### config.mk
export PLATFORM = sky130hd
export DESIGN_NAME = scp_spi_config_port
export DESIGN_NICKNAME = d
export VERILOG_FILES = /design/src/scp_pkg.sv /design/src/scp_chan_avg.sv /design/src/scp_spi_config_port.sv
export VERILOG_INCLUDE_DIRS = /design/src /design/src/src
export SDC_FILE = /design/constraint.sdc
export NUM_CORES = 1
export LEC_CHECK = 0
export BUFFER_PORTS_ARGS = -buffer_cell sky130_fd_sc_hd__clkbuf_2
export CAP_MARGIN = 20
export CELL_PAD_IN_SITES_DETAIL_PLACEMENT = 1
export CELL_PAD_IN_SITES_GLOBAL_PLACEMENT = 1
export CORE_AREA = 3 3 171 173
export DETAILED_ROUTE_END_ITERATION = 16
export DIE_AREA = 0 0 174 176
export GPL_TIMING_DRIVEN = 0
export MAX_ROUTING_LAYER = met4
export PLACE_DENSITY_LB_ADDON = 0.1
export SKIP_LAST_GASP = 1
export SLEW_MARGIN = 20
export SYNTH_ARGS = -nofsm -noshare
export SYNTH_HDL_FRONTEND = slang
export SYNTH_SLANG_ARGS = --single-unit
### constraint.sdc
create_clock -name clk_sys -period 2 [get_ports clk_sys]
set_input_delay 0 -clock clk_sys [delete_from_list [all_inputs] [get_ports clk_sys]]
set_output_delay 0 -clock clk_sys [all_outputs]
set_load 0.02 [all_outputs]
### src/scp_cfg.svh
`ifndef SCP_CFG_SVH
`define SCP_CFG_SVH
// ----------------------------------------
// serial frame layout
// ----------------------------------------
`define SCP_FRAME_LAST 5'h17
`define SCP_HDR_LAST   5'h0F
`define SCP_RD_FIRST   5'h10
`define SCP_RW_POS     23
`define SCP_HDR_RW_POS 15
`define SCP_ZERO_HI    22
`define SCP_ZERO_LO    20
`define SCP_ADDR_HI    19
`define SCP_ADDR_LO    8
// ----------------------------------------
// serial register addresses
// ----------------------------------------
`define SCP_SA_RESET 12'h000
`define SCP_SA_PWR   12'h008
`define SCP_SA_LANE  12'h009
`define SCP_SA_MASK  12'h00D
`define SCP_SA_PIN   12'h00E
`define SCP_SA_AVG   12'h024
`define SCP_RST_VAL  8'h00
// ----------------------------------------
// field positions
// ----------------------------------------
`define SCP_SOFT_RST    0
`define SCP_PWR_GLOBAL  0
`define SCP_PWR_B       1
`define SCP_PWR_A       2
`define SCP_PWR_REFAMP  4
`define SCP_PWR_CLKBUF  5
`define SCP_MASK_BG     1
`define SCP_MASK_REFAMP 2
`define SCP_MASK_CLKBUF 3
`define SCP_PIN_SYNCEN  7
`define SCP_PIN_SPISYNC 6
`define SCP_PIN_SPIEN   5
`define SCP_PIN_REFCTL  3
`define SCP_PIN_REF_HI  2
`define SCP_PIN_REF_LO  1
`define SCP_PIN_SECLK   0
`define SCP_AVG_EN      5
`define SCP_AVG_MUX_HI  4
`define SCP_AVG_MUX_LO  3
// ----------------------------------------
// reference pin codes
// ----------------------------------------
`define SCP_REFPIN_SE   2'h3
`define SCP_REF_INT     2'h0
// ----------------------------------------
// apb byte offsets
// ----------------------------------------
`define SCP_APB_LAST_REG 3'h4
`define SCP_APB_STATUS   12'h014
// ----------------------------------------
// widths and timing
// ----------------------------------------
`define SCP_RAW_W       18
`define SCP_OUT_W       20
`define SCP_CLK_NS      10
`define SCP_SMP_IDLE_NS 4000
`define SCP_SMP_IDLE_CYC ((`SCP_SMP_IDLE_NS + `SCP_CLK_NS - 1) / `SCP_CLK_NS)
`endif

### src/scp_pkg.sv
`include "scp_cfg.svh"
package scp_pkg;
  // serial frame phase
  typedef enum logic [1:0] {
    scp_ph_idle  = 2'b00,
    scp_ph_hdr   = 2'b01,
    scp_ph_wdata = 2'b10,
    scp_ph_rdata = 2'b11
  } scp_phase_t;
  typedef logic [7:0]              scp_byte_t;   // one register
  typedef logic [`SCP_RAW_W-1:0]   scp_raw_t;    // converter word
  typedef logic [`SCP_OUT_W-1:0]   scp_sample_t; // output word
endpackage

### src/scp_chan_avg.sv
`include "scp_cfg.svh"
module scp_chan_avg #(
  parameter int W_IN  = `SCP_RAW_W,
  parameter int W_OUT = `SCP_OUT_W
) (
  input  wire logic             clk_sys,
  input  wire logic             reset_n,
  input  wire logic [W_IN-1:0]  chan_a,
  input  wire logic [W_IN-1:0]  chan_b,
  input  wire logic             in_valid,
  input  wire logic             avg_en,
  input  wire logic             to_decim,
  output logic      [W_OUT-1:0] out_a,
  output logic      [W_OUT-1:0] out_b,
  output logic      [W_OUT-1:0] decim_a,
  output logic      [W_OUT-1:0] decim_b,
  output logic                  out_valid
);
  // ----------------------------------------
  // combine and route
  // ----------------------------------------
  // sign-extended sum keeps the extra bit of resolution
  wire [W_IN:0]    sum     = {chan_a[W_IN-1], chan_a} + {chan_b[W_IN-1], chan_b};
  wire [W_OUT-1:0] avg_w   = {sum, {(W_OUT-W_IN-1){1'b0}}};
  wire [W_OUT-1:0] a_w     = {chan_a, {(W_OUT-W_IN){1'b0}}};
  wire [W_OUT-1:0] b_w     = {chan_b, {(W_OUT-W_IN){1'b0}}};
  wire             avg_out = avg_en && !to_decim;
  wire             avg_dec = avg_en && to_decim;

  // outputs are held between valid samples
  always_ff @(posedge clk_sys or negedge reset_n) begin
    if (!reset_n) begin
      out_a     <= '0;
      out_b     <= '0;
      decim_a   <= '0;
      decim_b   <= '0;
      out_valid <= 1'b0;
    end else begin
      out_valid <= in_valid;
      if (in_valid) begin
        out_a   <= avg_out ? avg_w : a_w;
        out_b   <= b_w;
        decim_a <= avg_dec ? avg_w : a_w;
        decim_b <= b_w;
      end
    end
  end

  AST_AVG_ON_A: assert property (@(posedge clk_sys) disable iff (!reset_n)
    in_valid && avg_out |=> out_a == $past(avg_w))
    else $error("average missing on channel A output");
  AST_AVG_TO_DECIM: assert property (@(posedge clk_sys) disable iff (!reset_n)
    in_valid && avg_dec |=> decim_a == $past(avg_w) && out_a == $past(a_w))
    else $error("average not routed to decimator");
endmodule

### src/scp_spi_config_port.sv
// What this block does
// - global power-down from register bit or pin
// - power-down pin active high, pulled low
// - global power-down stops both channels always
// - power-down acts only with sampling clock running
// - unused lane drivers powered down by register
// - averaging sums both channels into one
// - average goes to A outputs or decimators
// - defaults after reset, pins still work
// - bits shift in only while select low
// - data sampled on each serial clock rise
// - write frame committed on its 24th rise, reserved bits zero
// - partial trailing bits dropped at deselect
// - back-to-back frames each handled alone
// - serial clock up to 12 MHz, any duty
// - eight write data bits, msb first
// - read header blocks serial register writes, apb writes still land
// - read data driven, changed on falls
// - global bit powers down, mask picks blocks
// - bandgap mask has inverted sense
// - control bit picks pin power-down or sync
`include "scp_cfg.svh"
module scp_spi_config_port #(
  parameter int unsigned SMP_IDLE_CYC = `SCP_SMP_IDLE_CYC
) (
  input  wire logic               clk_sys,
  input  wire logic               reset_n,
  input  wire logic               psel,
  input  wire logic               penable,
  input  wire logic               pwrite,
  input  wire logic [11:0]        paddr,
  input  wire logic [31:0]        pwdata,
  output logic      [31:0]        prdata,
  output logic                    pready,
  output logic                    pslverr,
  input  wire logic               serial_select_n,
  input  wire logic               serial_clk,
  input  wire logic               serial_data_in,
  output logic                    serial_data_out,
  output logic                    serial_data_oe,
  input  wire logic               powerdown_sync_pin,
  input  wire logic [1:0]         reference_select_pin,
  input  wire logic               sample_clk_pin,
  input  wire scp_pkg::scp_raw_t  chan_a_data,
  input  wire scp_pkg::scp_raw_t  chan_b_data,
  input  wire logic               sample_valid,
  output scp_pkg::scp_sample_t    out_a_data,
  output scp_pkg::scp_sample_t    out_b_data,
  output scp_pkg::scp_sample_t    decim_a_data,
  output scp_pkg::scp_sample_t    decim_b_data,
  output logic                    out_valid,
  output logic                    pd_chan_a,
  output logic                    pd_chan_b,
  output logic                    pd_refamp,
  output logic                    pd_clkbuf,
  output logic                    pd_bandgap,
  output logic      [5:0]         pd_lanes,
  output logic      [1:0]         ref_select,
  output logic                    se_clock_sel,
  output logic                    sync_pulse
);
  import scp_pkg::*;

  localparam int NREG = 5;
  // serial address of each stored register, apb index order
  localparam logic [11:0] REG_SADDR [NREG] = '{
    `SCP_SA_PWR, `SCP_SA_LANE, `SCP_SA_MASK, `SCP_SA_PIN, `SCP_SA_AVG};
  localparam logic [15:0] IDLE_LIM = 16'(SMP_IDLE_CYC);

  // ----------------------------------------
  // pin synchronisers
  // ----------------------------------------
  wire  [6:0] pins_raw = {reference_select_pin, sample_clk_pin, powerdown_sync_pin,
                          serial_data_in, serial_clk, serial_select_n};
  logic [6:0] pin_meta;  // first stage, read by pin_sync only
  logic [6:0] pin_sync;  // second stage
  logic       sclk_prev; // for serial clock edges
  logic       smp_prev;  // for sampling clock edges
  logic       pdp_prev;  // for pin sync edge

  // every pin crosses two flops before logic looks at it
  always_ff @(posedge clk_sys or negedge reset_n) begin
    if (!reset_n) begin
      pin_meta  <= 7'h01;
      pin_sync  <= 7'h01;
      sclk_prev <= 1'b0;
      smp_prev  <= 1'b0;
      pdp_prev  <= 1'b0;
    end else begin
      pin_meta  <= pins_raw;
      pin_sync  <= pin_meta;
      sclk_prev <= pin_sync[1];
      smp_prev  <= pin_sync[4];
      pdp_prev  <= pin_sync[3];
    end
  end

  wire       sel_s     = pin_sync[0];
  wire       sclk_s    = pin_sync[1];
  wire       sdi_s     = pin_sync[2];
  wire       pdpin_s   = pin_sync[3];
  wire       smp_s     = pin_sync[4];
  wire [1:0] refpin_s  = pin_sync[6:5];
  // edges seen with a few cycles of lag; at 12 MHz a half period
  // is four system cycles, enough for the sync delay
  wire       sclk_rise = sclk_s && !sclk_prev;
  wire       sclk_fall = !sclk_s && sclk_prev;

  // ----------------------------------------
  // serial frame engine
  // ----------------------------------------
  scp_phase_t phase;      // where in the frame we are
  scp_phase_t next_phase;
  logic [4:0]  bit_cnt;   // rising edges in current frame
  logic [22:0] shift;     // bits gathered so far
  scp_byte_t   rd_shift;  // readback byte being sent
  scp_byte_t   regs [NREG];          // stored registers
  logic [7:0]  rd_chain [NREG+1];    // serial readback select chain
  logic [7:0]  apb_chain [NREG+1];   // apb readback select chain

  wire        shift_rise = !sel_s && sclk_rise;
  wire [23:0] frame      = {shift, sdi_s};
  wire        hdr_done   = shift_rise && bit_cnt == `SCP_HDR_LAST;
  wire        last_bit   = shift_rise && bit_cnt == `SCP_FRAME_LAST;
  wire        hdr_zero   = frame[`SCP_ZERO_HI:`SCP_ZERO_LO] == 3'h0;
  // the read phase is the only one other than write at the last bit
  wire        commit_wr  = last_bit && phase == scp_ph_wdata && hdr_zero;
  wire [11:0] wr_addr    = frame[`SCP_ADDR_HI:`SCP_ADDR_LO];
  wire [7:0]  wr_data    = frame[7:0];
  wire [11:0] hdr_addr   = frame[11:0];
  wire        hdr_read   = frame[`SCP_HDR_RW_POS];
  wire        rd_launch  = phase == scp_ph_rdata && sclk_fall && !sel_s &&
                           bit_cnt >= `SCP_RD_FIRST;

  // phase moves with the frame; deselect always returns to idle
  always_comb begin
    next_phase = phase;
    if (sel_s) begin
      next_phase = scp_ph_idle;
    end else begin
      unique case (phase)
        scp_ph_idle:  next_phase = scp_ph_hdr;
        scp_ph_hdr: begin
          if (hdr_done) begin
            next_phase = hdr_read ? scp_ph_rdata : scp_ph_wdata;
          end
        end
        scp_ph_wdata, scp_ph_rdata: begin
          if (last_bit) begin
            next_phase = scp_ph_hdr;
          end
        end
      endcase
    end
  end

  // bit counter and input shifter
  always_ff @(posedge clk_sys or negedge reset_n) begin
    if (!reset_n) begin
      phase   <= scp_ph_idle;
      bit_cnt <= 5'h00;
      shift   <= '0;
    end else begin
      phase <= next_phase;
      if (sel_s) begin
        bit_cnt <= 5'h00;
      end else if (shift_rise) begin
        shift   <= frame[22:0];
        bit_cnt <= last_bit ? 5'h00 : bit_cnt + 5'h01;
      end
    end
  end

  // readback driver: launch on falls, release at frame end
  always_ff @(posedge clk_sys or negedge reset_n) begin
    if (!reset_n) begin
      serial_data_oe  <= 1'b0;
      serial_data_out <= 1'b0;
      rd_shift        <= `SCP_RST_VAL;
    end else begin
      if (hdr_done) begin
        rd_shift <= rd_chain[NREG];
      end else if (rd_launch) begin
        rd_shift <= {rd_shift[6:0], 1'b0};
      end
      if (sel_s || last_bit) begin
        serial_data_oe <= 1'b0;
      end else if (rd_launch) begin
        serial_data_oe  <= 1'b1;
        serial_data_out <= rd_shift[7];
      end
    end
  end

  // ----------------------------------------
  // register file, serial and apb writers
  // ----------------------------------------
  wire [2:0] apb_idx   = paddr[4:2];
  wire       apb_in_rf = paddr[11:5] == 7'h00 && paddr[1:0] == 2'h0 &&
                         apb_idx <= `SCP_APB_LAST_REG;
  wire       apb_stat  = paddr == `SCP_APB_STATUS;
  wire       apb_wr    = psel && penable && pwrite && apb_in_rf;
  // soft reset returns every register to its default
  wire       soft_rst  = commit_wr && wr_addr == `SCP_SA_RESET && wr_data[`SCP_SOFT_RST];

  assign rd_chain[0]  = 8'h00;
  assign apb_chain[0] = 8'h00;

  genvar gi;
  generate
    for (gi = 0; gi < NREG; gi++) begin : g_reg
      wire spi_hit = commit_wr && wr_addr == REG_SADDR[gi];
      wire apb_hit = apb_wr && apb_idx == 3'(gi);
      // serial wins over apb when both land on one cycle
      always_ff @(posedge clk_sys or negedge reset_n) begin
        if (!reset_n) begin
          regs[gi] <= `SCP_RST_VAL;
        end else if (soft_rst) begin
          regs[gi] <= `SCP_RST_VAL;
        end else if (spi_hit) begin
          regs[gi] <= wr_data;
        end else if (apb_hit) begin
          regs[gi] <= pwdata[7:0];
        end
      end
      assign rd_chain[gi+1]  = rd_chain[gi] |
                               (hdr_addr == REG_SADDR[gi] ? regs[gi] : 8'h00);
      assign apb_chain[gi+1] = apb_chain[gi] |
                               (apb_idx == 3'(gi) ? regs[gi] : 8'h00);
    end
  endgenerate

  wire [7:0] r_pwr  = regs[0];
  wire [7:0] r_lane = regs[1];
  wire [7:0] r_mask = regs[2];
  wire [7:0] r_pin  = regs[3];
  wire [7:0] r_avg  = regs[4];

  // ----------------------------------------
  // sampling clock presence
  // ----------------------------------------
  logic [15:0] idle_cnt; // cycles since last sampling clock edge
  wire         smp_edge    = smp_s ^ smp_prev;
  wire         clk_running = idle_cnt < IDLE_LIM;

  // saturating count; a stopped clock freezes power state
  always_ff @(posedge clk_sys or negedge reset_n) begin
    if (!reset_n) begin
      idle_cnt <= IDLE_LIM;
    end else if (smp_edge) begin
      idle_cnt <= 16'h0000;
    end else if (clk_running) begin
      idle_cnt <= idle_cnt + 16'h0001;
    end
  end

  // ----------------------------------------
  // power-down control
  // ----------------------------------------
  logic glob_active; // global power-down in force
  wire  pin_is_sync = r_pin[`SCP_PIN_SYNCEN];
  wire  pin_pd_req  = pdpin_s && !pin_is_sync;
  wire  next_glob   = r_pwr[`SCP_PWR_GLOBAL] || pin_pd_req;
  wire  next_pd_a   = next_glob || r_pwr[`SCP_PWR_A];
  wire  next_pd_b   = next_glob || r_pwr[`SCP_PWR_B];
  // a set mask bit keeps that block alive in global power-down
  wire  next_refamp = r_pwr[`SCP_PWR_REFAMP] ||
                      (next_glob && !r_mask[`SCP_MASK_REFAMP]);
  wire  next_clkbuf = r_pwr[`SCP_PWR_CLKBUF] ||
                      (next_glob && !r_mask[`SCP_MASK_CLKBUF]);
  // bandgap goes down only when its mask bit is set
  wire  next_bg     = next_glob && r_mask[`SCP_MASK_BG];

  // power state only moves while the sampling clock runs
  always_ff @(posedge clk_sys or negedge reset_n) begin
    if (!reset_n) begin
      glob_active <= 1'b0;
      pd_chan_a   <= 1'b0;
      pd_chan_b   <= 1'b0;
      pd_refamp   <= 1'b0;
      pd_clkbuf   <= 1'b0;
      pd_bandgap  <= 1'b0;
      pd_lanes    <= 6'h00;
    end else if (clk_running) begin
      glob_active <= next_glob;
      pd_chan_a   <= next_pd_a;
      pd_chan_b   <= next_pd_b;
      pd_refamp   <= next_refamp;
      pd_clkbuf   <= next_clkbuf;
      pd_bandgap  <= next_bg;
      pd_lanes    <= r_lane[5:0];
    end
  end

  // ----------------------------------------
  // sync, reference select, apb read
  // ----------------------------------------
  logic spi_sync_prev; // last value of the software sync bit
  wire  spi_sync_tgl = (r_pin[`SCP_PIN_SPISYNC] ^ spi_sync_prev) && r_pin[`SCP_PIN_SPIEN];
  wire  pin_sync_rise = pin_is_sync && pdpin_s && !pdp_prev;
  wire  ref_ctl = r_pin[`SCP_PIN_REFCTL];
  wire  [1:0] ref_from_pin = refpin_s == `SCP_REFPIN_SE ? `SCP_REF_INT : refpin_s;
  wire  [7:0] status = {3'h0, pdpin_s, phase == scp_ph_rdata, phase != scp_ph_idle,
                        clk_running, glob_active};
  wire  [31:0] apb_rd = apb_stat ? {24'h0, status} : {24'h0, apb_chain[NREG]};

  // pin reference choice holds unless software takes over
  always_ff @(posedge clk_sys or negedge reset_n) begin
    if (!reset_n) begin
      spi_sync_prev <= 1'b0;
      sync_pulse    <= 1'b0;
      ref_select    <= `SCP_REF_INT;
      se_clock_sel  <= 1'b0;
      prdata        <= 32'h0000_0000;
    end else begin
      spi_sync_prev <= r_pin[`SCP_PIN_SPISYNC];
      sync_pulse    <= pin_sync_rise || spi_sync_tgl;
      ref_select    <= ref_ctl ? r_pin[`SCP_PIN_REF_HI:`SCP_PIN_REF_LO] : ref_from_pin;
      se_clock_sel  <= ref_ctl ? r_pin[`SCP_PIN_SECLK] : refpin_s == `SCP_REFPIN_SE;
      if (psel && !penable) begin
        prdata <= apb_rd;
      end
    end
  end

  // zero wait state slave; unmapped access flags an error
  assign pready  = psel && penable;
  assign pslverr = psel && penable && !(apb_in_rf || (apb_stat && !pwrite));

  // ----------------------------------------
  // averaging datapath
  // ----------------------------------------
  scp_chan_avg #(
    .W_IN  (`SCP_RAW_W),
    .W_OUT (`SCP_OUT_W)
  ) u_avg (
    .clk_sys   (clk_sys),
    .reset_n   (reset_n),
    .chan_a    (chan_a_data),
    .chan_b    (chan_b_data),
    .in_valid  (sample_valid),
    .avg_en    (r_avg[`SCP_AVG_EN]),
    .to_decim  (r_avg[`SCP_AVG_MUX_HI:`SCP_AVG_MUX_LO] != 2'h0),
    .out_a     (out_a_data),
    .out_b     (out_b_data),
    .decim_a   (decim_a_data),
    .decim_b   (decim_b_data),
    .out_valid (out_valid)
  );

  // ----------------------------------------
  // checks
  // ----------------------------------------
  AST_OE_IN_READ: assert property (@(posedge clk_sys) disable iff (!reset_n)
    serial_data_oe |-> phase == scp_ph_rdata && bit_cnt >= `SCP_RD_FIRST)
    else $error("data line driven outside read data bits");
  AST_DESELECT_CLEARS: assert property (@(posedge clk_sys) disable iff (!reset_n)
    sel_s |=> !serial_data_oe && bit_cnt == 5'h00 && phase == scp_ph_idle)
    else $error("deselect did not clear frame state");
  AST_COMMIT_24TH: assert property (@(posedge clk_sys) disable iff (!reset_n)
    commit_wr |-> sclk_rise && bit_cnt == `SCP_FRAME_LAST ##1 bit_cnt == 5'h00)
    else $error("write commit not on 24th rise");
  AST_NO_WR_DESELECT: assert property (@(posedge clk_sys) disable iff (!reset_n)
    sel_s |-> !commit_wr && !shift_rise)
    else $error("bits accepted while deselected");
  AST_READ_BLOCKS_WR: assert property (@(posedge clk_sys) disable iff (!reset_n)
    phase == scp_ph_rdata && !apb_wr |=> $stable(r_pwr) && $stable(r_lane) && $stable(r_mask))
    else $error("write during readback");
  AST_COUNT_ON_RISE: assert property (@(posedge clk_sys) disable iff (!reset_n)
    shift_rise && bit_cnt != `SCP_FRAME_LAST |=> bit_cnt == $past(bit_cnt) + 5'h01)
    else $error("rising edge not counted");
  AST_GLOBAL_BOTH: assert property (@(posedge clk_sys) disable iff (!reset_n)
    glob_active |-> pd_chan_a && pd_chan_b)
    else $error("channel alive in global power-down");
  AST_PD_FROZEN: assert property (@(posedge clk_sys) disable iff (!reset_n)
    !clk_running |=> $stable(glob_active) && $stable(pd_chan_a))
    else $error("power state moved without sampling clock");
  AST_PD_REQUEST: assert property (@(posedge clk_sys) disable iff (!reset_n)
    clk_running && (r_pwr[`SCP_PWR_GLOBAL] || pin_pd_req) |=> glob_active)
    else $error("power-down request ignored");
  AST_BANDGAP: assert property (@(posedge clk_sys) disable iff (!reset_n)
    glob_active && !pd_bandgap |-> !$past(r_mask[`SCP_MASK_BG]) || !$past(clk_running))
    else $error("bandgap kept on with mask set");
endmodule

==> results.txt, run 1 <==
----------------------------------------------------
[Run status]
  Status ... complete, but fails checks
  Violations in the final reports ... negative setup slack

[Floorplanning]
  Chip width ... 174 µm
  Starting utilization of the core area ... 38.1%
  Die outline area ... 30600 µm²
  Core outline area ... 27800 µm²
  Vertical extent of the die ... 176 µm
  Number of placed I/O pins ... 225
  Placement Rows ... 61

[Timing]
  WHS ... 0.0496 ns
  Max frequency ... 0.429 GHz
  Actual transition at the worst max-transition pin ... 0.895 ns
  Final clock period utilization by the worst path ... 117%
  Clock period minus final worst setup slack ... 2.33 ns
  Worst slew margin relative to its limit ... approximately 40%
  RSZ-0062 raised after global routing ... true
  Setup-failing EPs final ... 32
  Final WS setup ... -0.333 ns
  Hold violation total from the final report ... 0
  Count of pins over their slew limit ... 0
  Skew final ... 0.0204 ns
  Setup TNS ... -6.95 ns

[Detailed routing]
  Count of antenna-violating nets left after detailed routing ... 0
  Count of unresolved DRC violations after routing ... 0
  DR iter-0 viols ... 467
  Post-DR wirelength/cell ... 20.0 µm
  Sum of routed wire length over all layers ... 35900 µm
  Routed via count ... 9449
  Via-to-Cell Ratio ... 5.28
  First-pass DRT Iterations ... 5

[Worst setup path]
  Reg-to-reg startpoint ... bit_cnt[1]
  Launching instance or port of the critical path ... bit_cnt[1]
  Data required time of the worst path ... 2.32 ns
  Length in cells of the worst reg-to-reg path ... 9
  Crit path capture ... r_mask[6]
  Startpoint Class ... register
  Capture point of the worst reg-to-reg path ... r_mask[6]
  Kind of end point of the critical path ... register
  Highest net fanout along the worst path ... 5
  Type of the setup path with the least slack ... register to register
  Setup slack on the worst flop-to-flop path ... -0.33 ns
  Data arrival time at the worst-slack endpoint ... between 2 and 3 ns

[Clock network]
  Clock insertion delay at the later pin of the skew report ... 0.45 ns
  Clock tree from TritonCTS ... done
  Root buffer selected by CTS ... clkbuf_16
  CTS buffer count ... 17
  CTS H-tree depth ... 4
  Clock Path Buffers ... 2
  Clock transition at the registers of the reported paths ... 0.08 ns
  Clk sinks ... 194

[Logic synthesis]
  Flip-flop and latch count after synthesis ... 194
  Post-Synthesis Mean Instance Area ... 9.71 µm²
  Most used flip-flop cell after synthesis ... dfrtp_1
  Async S/R FF share, synth ... 100%
  Synthesized instance count ... roughly 1100
  Distinct cell type count after synthesis ... 74
  Synthesis Warnings ... 0
  Area of the mapped netlist ... 10600 µm²
  Sequential fraction of the synthesis area ... 46.0%
  Number of flops mapped to enable cells by yosys ... 0

[Placement]
  Pre-CTS WS ... -0.661 ns
  Quantity of I/O buffers inserted on ports ... 170
  Instance count after placement with tap cells included ... 1668
  HPWL Detailed ... 25600 µm
  Routability cong. ... around 0.89

[Pwr]
  Total power after layout ... between 10 and 15 mW
  Total power density per cell area ... 736 nW/µm²
  Peak supply drop ... 634 µV
  Leakage power of the design ... 6.77 nW

[Final layout]
  Commonest cells after routing, fill and taps aside ... clkbuf_2, dfrtp_1, nand2_1
  Final cell count without fillers ... approximately 1800
  Fraction of layout instances using a drive strength above 1 ... 34.3%
  # nets final ... 1514
  Area growth syn-to-layout ... 34.0%
  Antenna diode count ... 0
  Leading cell type in the layout, fill and taps excluded ... clkbuf_2
  Filler instances ... approximately 3200

[Global route]
  Combined global-route utilization of all metal layers ... 23.3%
  Global-route wire length before repair ... around 55000 µm
  Overflow left after global routing ... 0
  Number of global-route vias before repair ... 9605
  Maximum number of pins on one net before global-route repair ... 88
  Antenna violations before repair ... 0

[Min path]
  Min-Delay Path Class ... input pin to async pin

[Run]
  Number of violations of the max-capacitance limit ... 0

----------------------------------------------------
[cells by family (layout without fill, tap and decap cells)]
family	Yosys count	after routing	synth area share (%)
AO/OA/AOI/OAI	231	231	14.1
XOR/XNOR	16	16	1.33
adder cells (fa/ha/maj)	22	22	2.67
buffers and inverters	121	415	6.11
flip-flops	194	194	46.0
multiplexers	104	104	10.8
other	1	30	0.0355
AND/OR/NAND/NOR	400	400	19.0
[repair_timing]
action / 4_1_cts / 5_1_grt
endpoints found under the setup margin: 84 / 93
pin swaps: 20 / 40
cloned: 1 / 0
buffers inserted: 27 / 28
gates resized for setup: 62 / 85
hold buffers: 54 / 0
hold endpoints to repair: 268 / 0
[worst min-delay path by stage]
stage                    start           end  slack (ns)  cells after the start
2_1_floorplan          reset_n    bit_cnt[0]       -0.30                      0
3_3_place_gp   serial_select_n   pin_meta[0]        0.09                      1
3_5_place_dp           reset_n  idle_cnt[13]       -0.05                      1
4_1_cts                reset_n  idle_cnt[13]        0.03                      2
5_1_grt                reset_n  idle_cnt[13]        0.08                      2
6_report               reset_n  idle_cnt[13]        0.05                      2
[flip-flops by register name, summed over array words and instances, names as in the netlist, 8 cells and up]
name,flops
prdata,8
r_pwr,8
r_pin,8
r_avg,8
r_lane,8
idle_cnt,16
u_avg.out_b,18
shift,22
u_avg.decim_a,19
r_mask,8
u_avg.out_a,19
rd_shift,8
[metrics by stage]
| stage | instance area (µm²) | utilization (%) |
|---|---|---|
| floorplan | 10700 | - |
| CTS | 13700 | 49.5 |
| global route | 14200 | 51.0 |
| finish | 14200 | 51.0 |
| global placement | 12100 | 43.4 |
| detailed placement | 12100 | 43.6 |
[area by class of cell]
cell class / instances / area, µm² / area share, %
Tap cell: 378 / 473 / 3.34
Clock inverter: 15 / 208 / 1.47
Sequential cell: 194 / 4880 / 34.4
Timing Repair Buffer: 278 / 1900 / 13.4
Buffer: 89 / 577 / 4.07
Multi-Input combinational cell: 803 / 5640 / 39.8
Clock buffer: 17 / 425 / 3.00
Inverter: 16 / 60.1 / 0.424
[synthesized netlist by cell type (6+ instances only)]
cell / n / area (µm²)
dfrtp_1: 189 / 4730
nand2_1: 130 / 488
nor2_1: 90 / 338
mux2_2: 61 / 687
a21oi_1: 53 / 265
o21ai_0: 50 / 250
buf_4: 49 / 368
clkbuf_1: 44 / 165
mux2i_1: 41 / 410
a31oi_1: 31 / 194
nand3_1: 28 / 140
a21o_1: 26 / 195
ha_1: 21 / 263
nor3_1: 20 / 100
and3_1: 19 / 119
inv_1: 16 / 60.1
nor2b_1: 16 / 100
and2_1: 15 / 93.8
nand2b_1: 15 / 93.8
nor3b_1: 13 / 97.6
a22oi_1: 12 / 90.1
nor4_1: 10 / 62.6
a221oi_1: 9 / 78.8
xnor2_1: 8 / 70.1
xor2_1: 8 / 70.1
nand4b_1: 7 / 61.3
o221ai_1: 7 / 61.3
buf_1: 6 / 22.5
buf_2: 6 / 30.0
[layer usage]
metal | wire, µm | share of wire [%] | vias up | global-route usage, %
li1 | - | - | 4451 | -
met1 | 15900 | 44 | 4715 | 29.7
met2 | 18100 | 50 | 231 | 39.4
met3 | 1210 | 3.4 | 52 | 3.20
met4 | 681 | 1.9 | 0 | 5.70
met5 | 0 | 0 | - | -
[report_power, final]
group,internal [mW],switching [mW]
sequential,4.16,0.272
clock,1.93,1.78
combinational,0.981,1.30
total,7.07,3.35
[worst max-delay path: stages, from the launching register on]
cell and delay (ns):
dfrtp_1 0.37, ha_2 0.21, and4b_2 0.31, nand2_2 0.10, or2_4 0.27, nor4_4 0.28, buf_6 0.18, buf_8 0.13
nor2_1 0.06, mux2_2 0.27
(Power assumes the default switching activity.)
==> inputs of run 2 (changes only) <==
- SKIP_LAST_GASP: 1 -> default
==> results.txt, run 2 (synthesis results as in run 1) <==
----------------------------------------------------
[Run status]
  Status ... complete, but fails checks (unchanged)
  Violations in the final reports ... negative setup slack (unchanged)

[Timing]
  Final clock period utilization by the worst path ... 114% (was 117%)
  Skew final ... 0.0153 ns (was 0.0204 ns)
  Clock period minus final worst setup slack ... 2.28 ns (was 2.33 ns)
  RSZ-0062 raised after global routing ... true (unchanged)
  Count of pins over their slew limit ... 0 (unchanged)
  Actual transition at the worst max-transition pin ... 0.826 ns (was 0.895 ns)
  Setup TNS ... -6.46 ns (was -6.95 ns)
  Hold violation total from the final report ... 0 (unchanged)
  Final WS setup ... -0.278 ns (was -0.333 ns)
  Worst slew margin relative to its limit ... 44.7% (was 40.1%)
  Setup-failing EPs final ... 40 (was 32)
  Max frequency ... 0.439 GHz (was 0.429 GHz)

[Worst setup path]
  Setup slack on the worst flop-to-flop path ... -0.28 ns (was -0.33 ns)
  Data required time of the worst path ... 2.32 ns (about the same)
  Kind of end point of the critical path ... register (unchanged)
  Highest net fanout along the worst path ... 5 (unchanged)
  Startpoint Class ... register (unchanged)
  Type of the setup path with the least slack ... register to register (unchanged)
  Critical-path cell list ... ha_2 > and4b_2 > nand2_2 > or2_4 > nor4_4 > buf_6 > buf_6 > nor2_1 > mux2_2 (was ha_2 > and4b_2 > nand2_2 > or2_4 > nor4_4 > buf_6 > buf_8 > nor2_1 > mux2_2)
  Max stage delay on crit path ... 0.37 ns (about the same)
  Most used cell along the critical path ... buf_6
  Data arrival time at the worst-slack endpoint ... 2.60 ns (was 2.65 ns)
  Highest-delay cell along the critical path ... dfrtp_1 (unchanged)
  Length in cells of the worst reg-to-reg path ... 9 (unchanged)

[Detailed routing]
  Via-to-Cell Ratio ... 5.29 (was 5.28)
  Count of antenna-violating nets left after detailed routing ... 0 (unchanged)
  Routed via count ... 9476 (was 9449)
  Count of unresolved DRC violations after routing ... 0 (unchanged)
  DR iter-0 viols ... 520 (was 467)
  First-pass DRT Iterations ... 4 (was 5)
  Post-DR wirelength/cell ... 19.9 µm (was 20.0 µm)
  Sum of routed wire length over all layers ... 35600 µm (was 35900 µm)

[Final layout]
  # nets final ... 1514 (unchanged)
  Commonest cells after routing, fill and taps aside ... clkbuf_2, dfrtp_1, nand2_1 (unchanged)
  Leading cell type in the layout, fill and taps excluded ... clkbuf_2 (unchanged)
  Register name with the most flops ... shift (unchanged)
  Largest registers ... shift (22), u_avg.decim_a (19), u_avg.out_a (19) (unchanged)
  Area growth syn-to-layout ... 33.6% (was 34.0%)
  Number of flip-flops under the largest register name ... 22 (unchanged)
  Fraction of layout instances using a drive strength above 1 ... 33.9% (was 34.3%)
  Antenna diode count ... 0 (unchanged)
  Final cell count without fillers ... 1790 (unchanged)

[Global route]
  Combined global-route utilization of all metal layers ... 23.3% (about the same)
  Maximum number of pins on one net before global-route repair ... 88 (unchanged)
  Global-route wire length before repair ... 55300 µm (was 55200 µm)
  Antenna violations before repair ... 0 (unchanged)
  Number of global-route vias before repair ... 9657 (was 9605)
  Overflow left after global routing ... 0 (unchanged)

[Min path]
  Min-Delay Path Class ... input pin to async pin (unchanged)

[Floorplanning]
  Starting utilization of the core area ... 38.1% (unchanged)
  Core outline area ... 27800 µm² (unchanged)
  Chip width ... 174 µm (unchanged)
  Vertical extent of the die ... 176 µm (unchanged)
  Placement Rows ... 61 (unchanged)
  Die outline area ... 30600 µm² (unchanged)
  Number of placed I/O pins ... 225 (unchanged)

[Clock network]
  Clock insertion delay at the later pin of the skew report ... 0.44 ns (was 0.45 ns)
  Clk sinks ... 194 (unchanged)
  CTS buffer count ... 17 (unchanged)
  Clock tree from TritonCTS ... done (unchanged)
  Root buffer selected by CTS ... clkbuf_16 (unchanged)
  CTS H-tree depth ... 4 (unchanged)
  Clock transition at the registers of the reported paths ... 0.08 ns (about the same)
  Clock Path Buffers ... 2 (unchanged)

[Placement]
  HPWL Detailed ... 25600 µm (unchanged)
  Routability cong. ... 0.892 (unchanged)
  Quantity of I/O buffers inserted on ports ... 170 (unchanged)
  Instance count after placement with tap cells included ... 1668 (unchanged)

[Pwr]
  Total power density per cell area ... 734 nW/µm² (was 736 nW/µm²)
  Leakage power of the design ... 6.76 nW (was 6.77 nW)
  Peak supply drop ... 607 µV (was 634 µV)
  Total power after layout ... 10.4 mW (about the same)

[Run]
  Number of violations of the max-capacitance limit ... 0 (unchanged)

----------------------------------------------------
-- run 2: cell count changes in the layout (fill, tap and decap cells not counted), moves of 2 or more --
cell	delta
nand2_1	+2
mux2i_1	+2
mux2i_2	-2
buf_6	+2
-- run 2: area by class of cell --
type / count / area [µm²]
Inverter: 16 / 60.1
Buffer: 89 / 573
Multi-Input combinational cell: 803 / 5610
Clock buffer: 17 / 425
Timing Repair Buffer: 278 / 1910
Clock inverter: 15 / 208
Sequential cell: 194 / 4880
Tap cell: 378 / 473
Fill cell: 3213 / 13700
-- run 2: what timing repair did --
item                       4_1_cts  5_1_grt
hold endpoints to repair       268        0
setup endpoints to repair       84       93
gates resized for setup         68       66
cloned                           1        0
hold buffers                    54        0
buffers inserted                27       25
pin swaps                       27       26
-- run 2: path summary, 6_finish.rpt --
| kind | start | end |
|---|---|---|
| max in group asynchronous | reset_n | shift[8] |
| min reg2reg | pin_meta[4] | pin_sync[4] |
| min | reset_n | idle_cnt[13] |
| min in group clk_sys | chan_b_data[15] | u_avg.out_b[17] |
| max reg2reg | bit_cnt[1] | r_mask[5] |
| max | bit_cnt[1] | r_mask[5] |
-- run 2: stage by stage --
stage               utilization [%]  cell area, µm²  hold slack [ns]  setup slack (ns)
floorplan                         -           10700           -0.296            -0.101
global placement               43.4           12100           0.0881             -3.04
detailed placement             43.6           12100          -0.0452            -0.661
CTS                            49.5           13800           0.0292            -0.253
global route                   50.9           14100           0.0769            -0.367
finish                         50.9           14100           0.0468            -0.278
-- run 2: critical path: cells and delay by family (launching register included) --
family	cells	cell delay (ns)
AND/OR/NAND/NOR	5	0.98
flip-flops	1	0.37
adder cells (fa/ha/maj)	1	0.22
buffers and inverters	2	0.31
multiplexers	1	0.27
-- run 2: power by group --
| part | switching [mW] | leakage (nW) | internal, mW |
|---|---|---|---|
| clock network | 1.77 | 0.307 | 1.94 |
| logic | 1.28 | 4.04 | 0.960 |
| registers | 0.270 | 2.42 | 4.16 |
-- run 2: per-layer routing --
layer	track usage (%)	share of wire, %	vias up
met5	-	0	-
met2	39.4	50	243
li1	-	-	4448
met4	6.13	2.1	0
met3	3.23	3.4	55
met1	29.7	44	4730
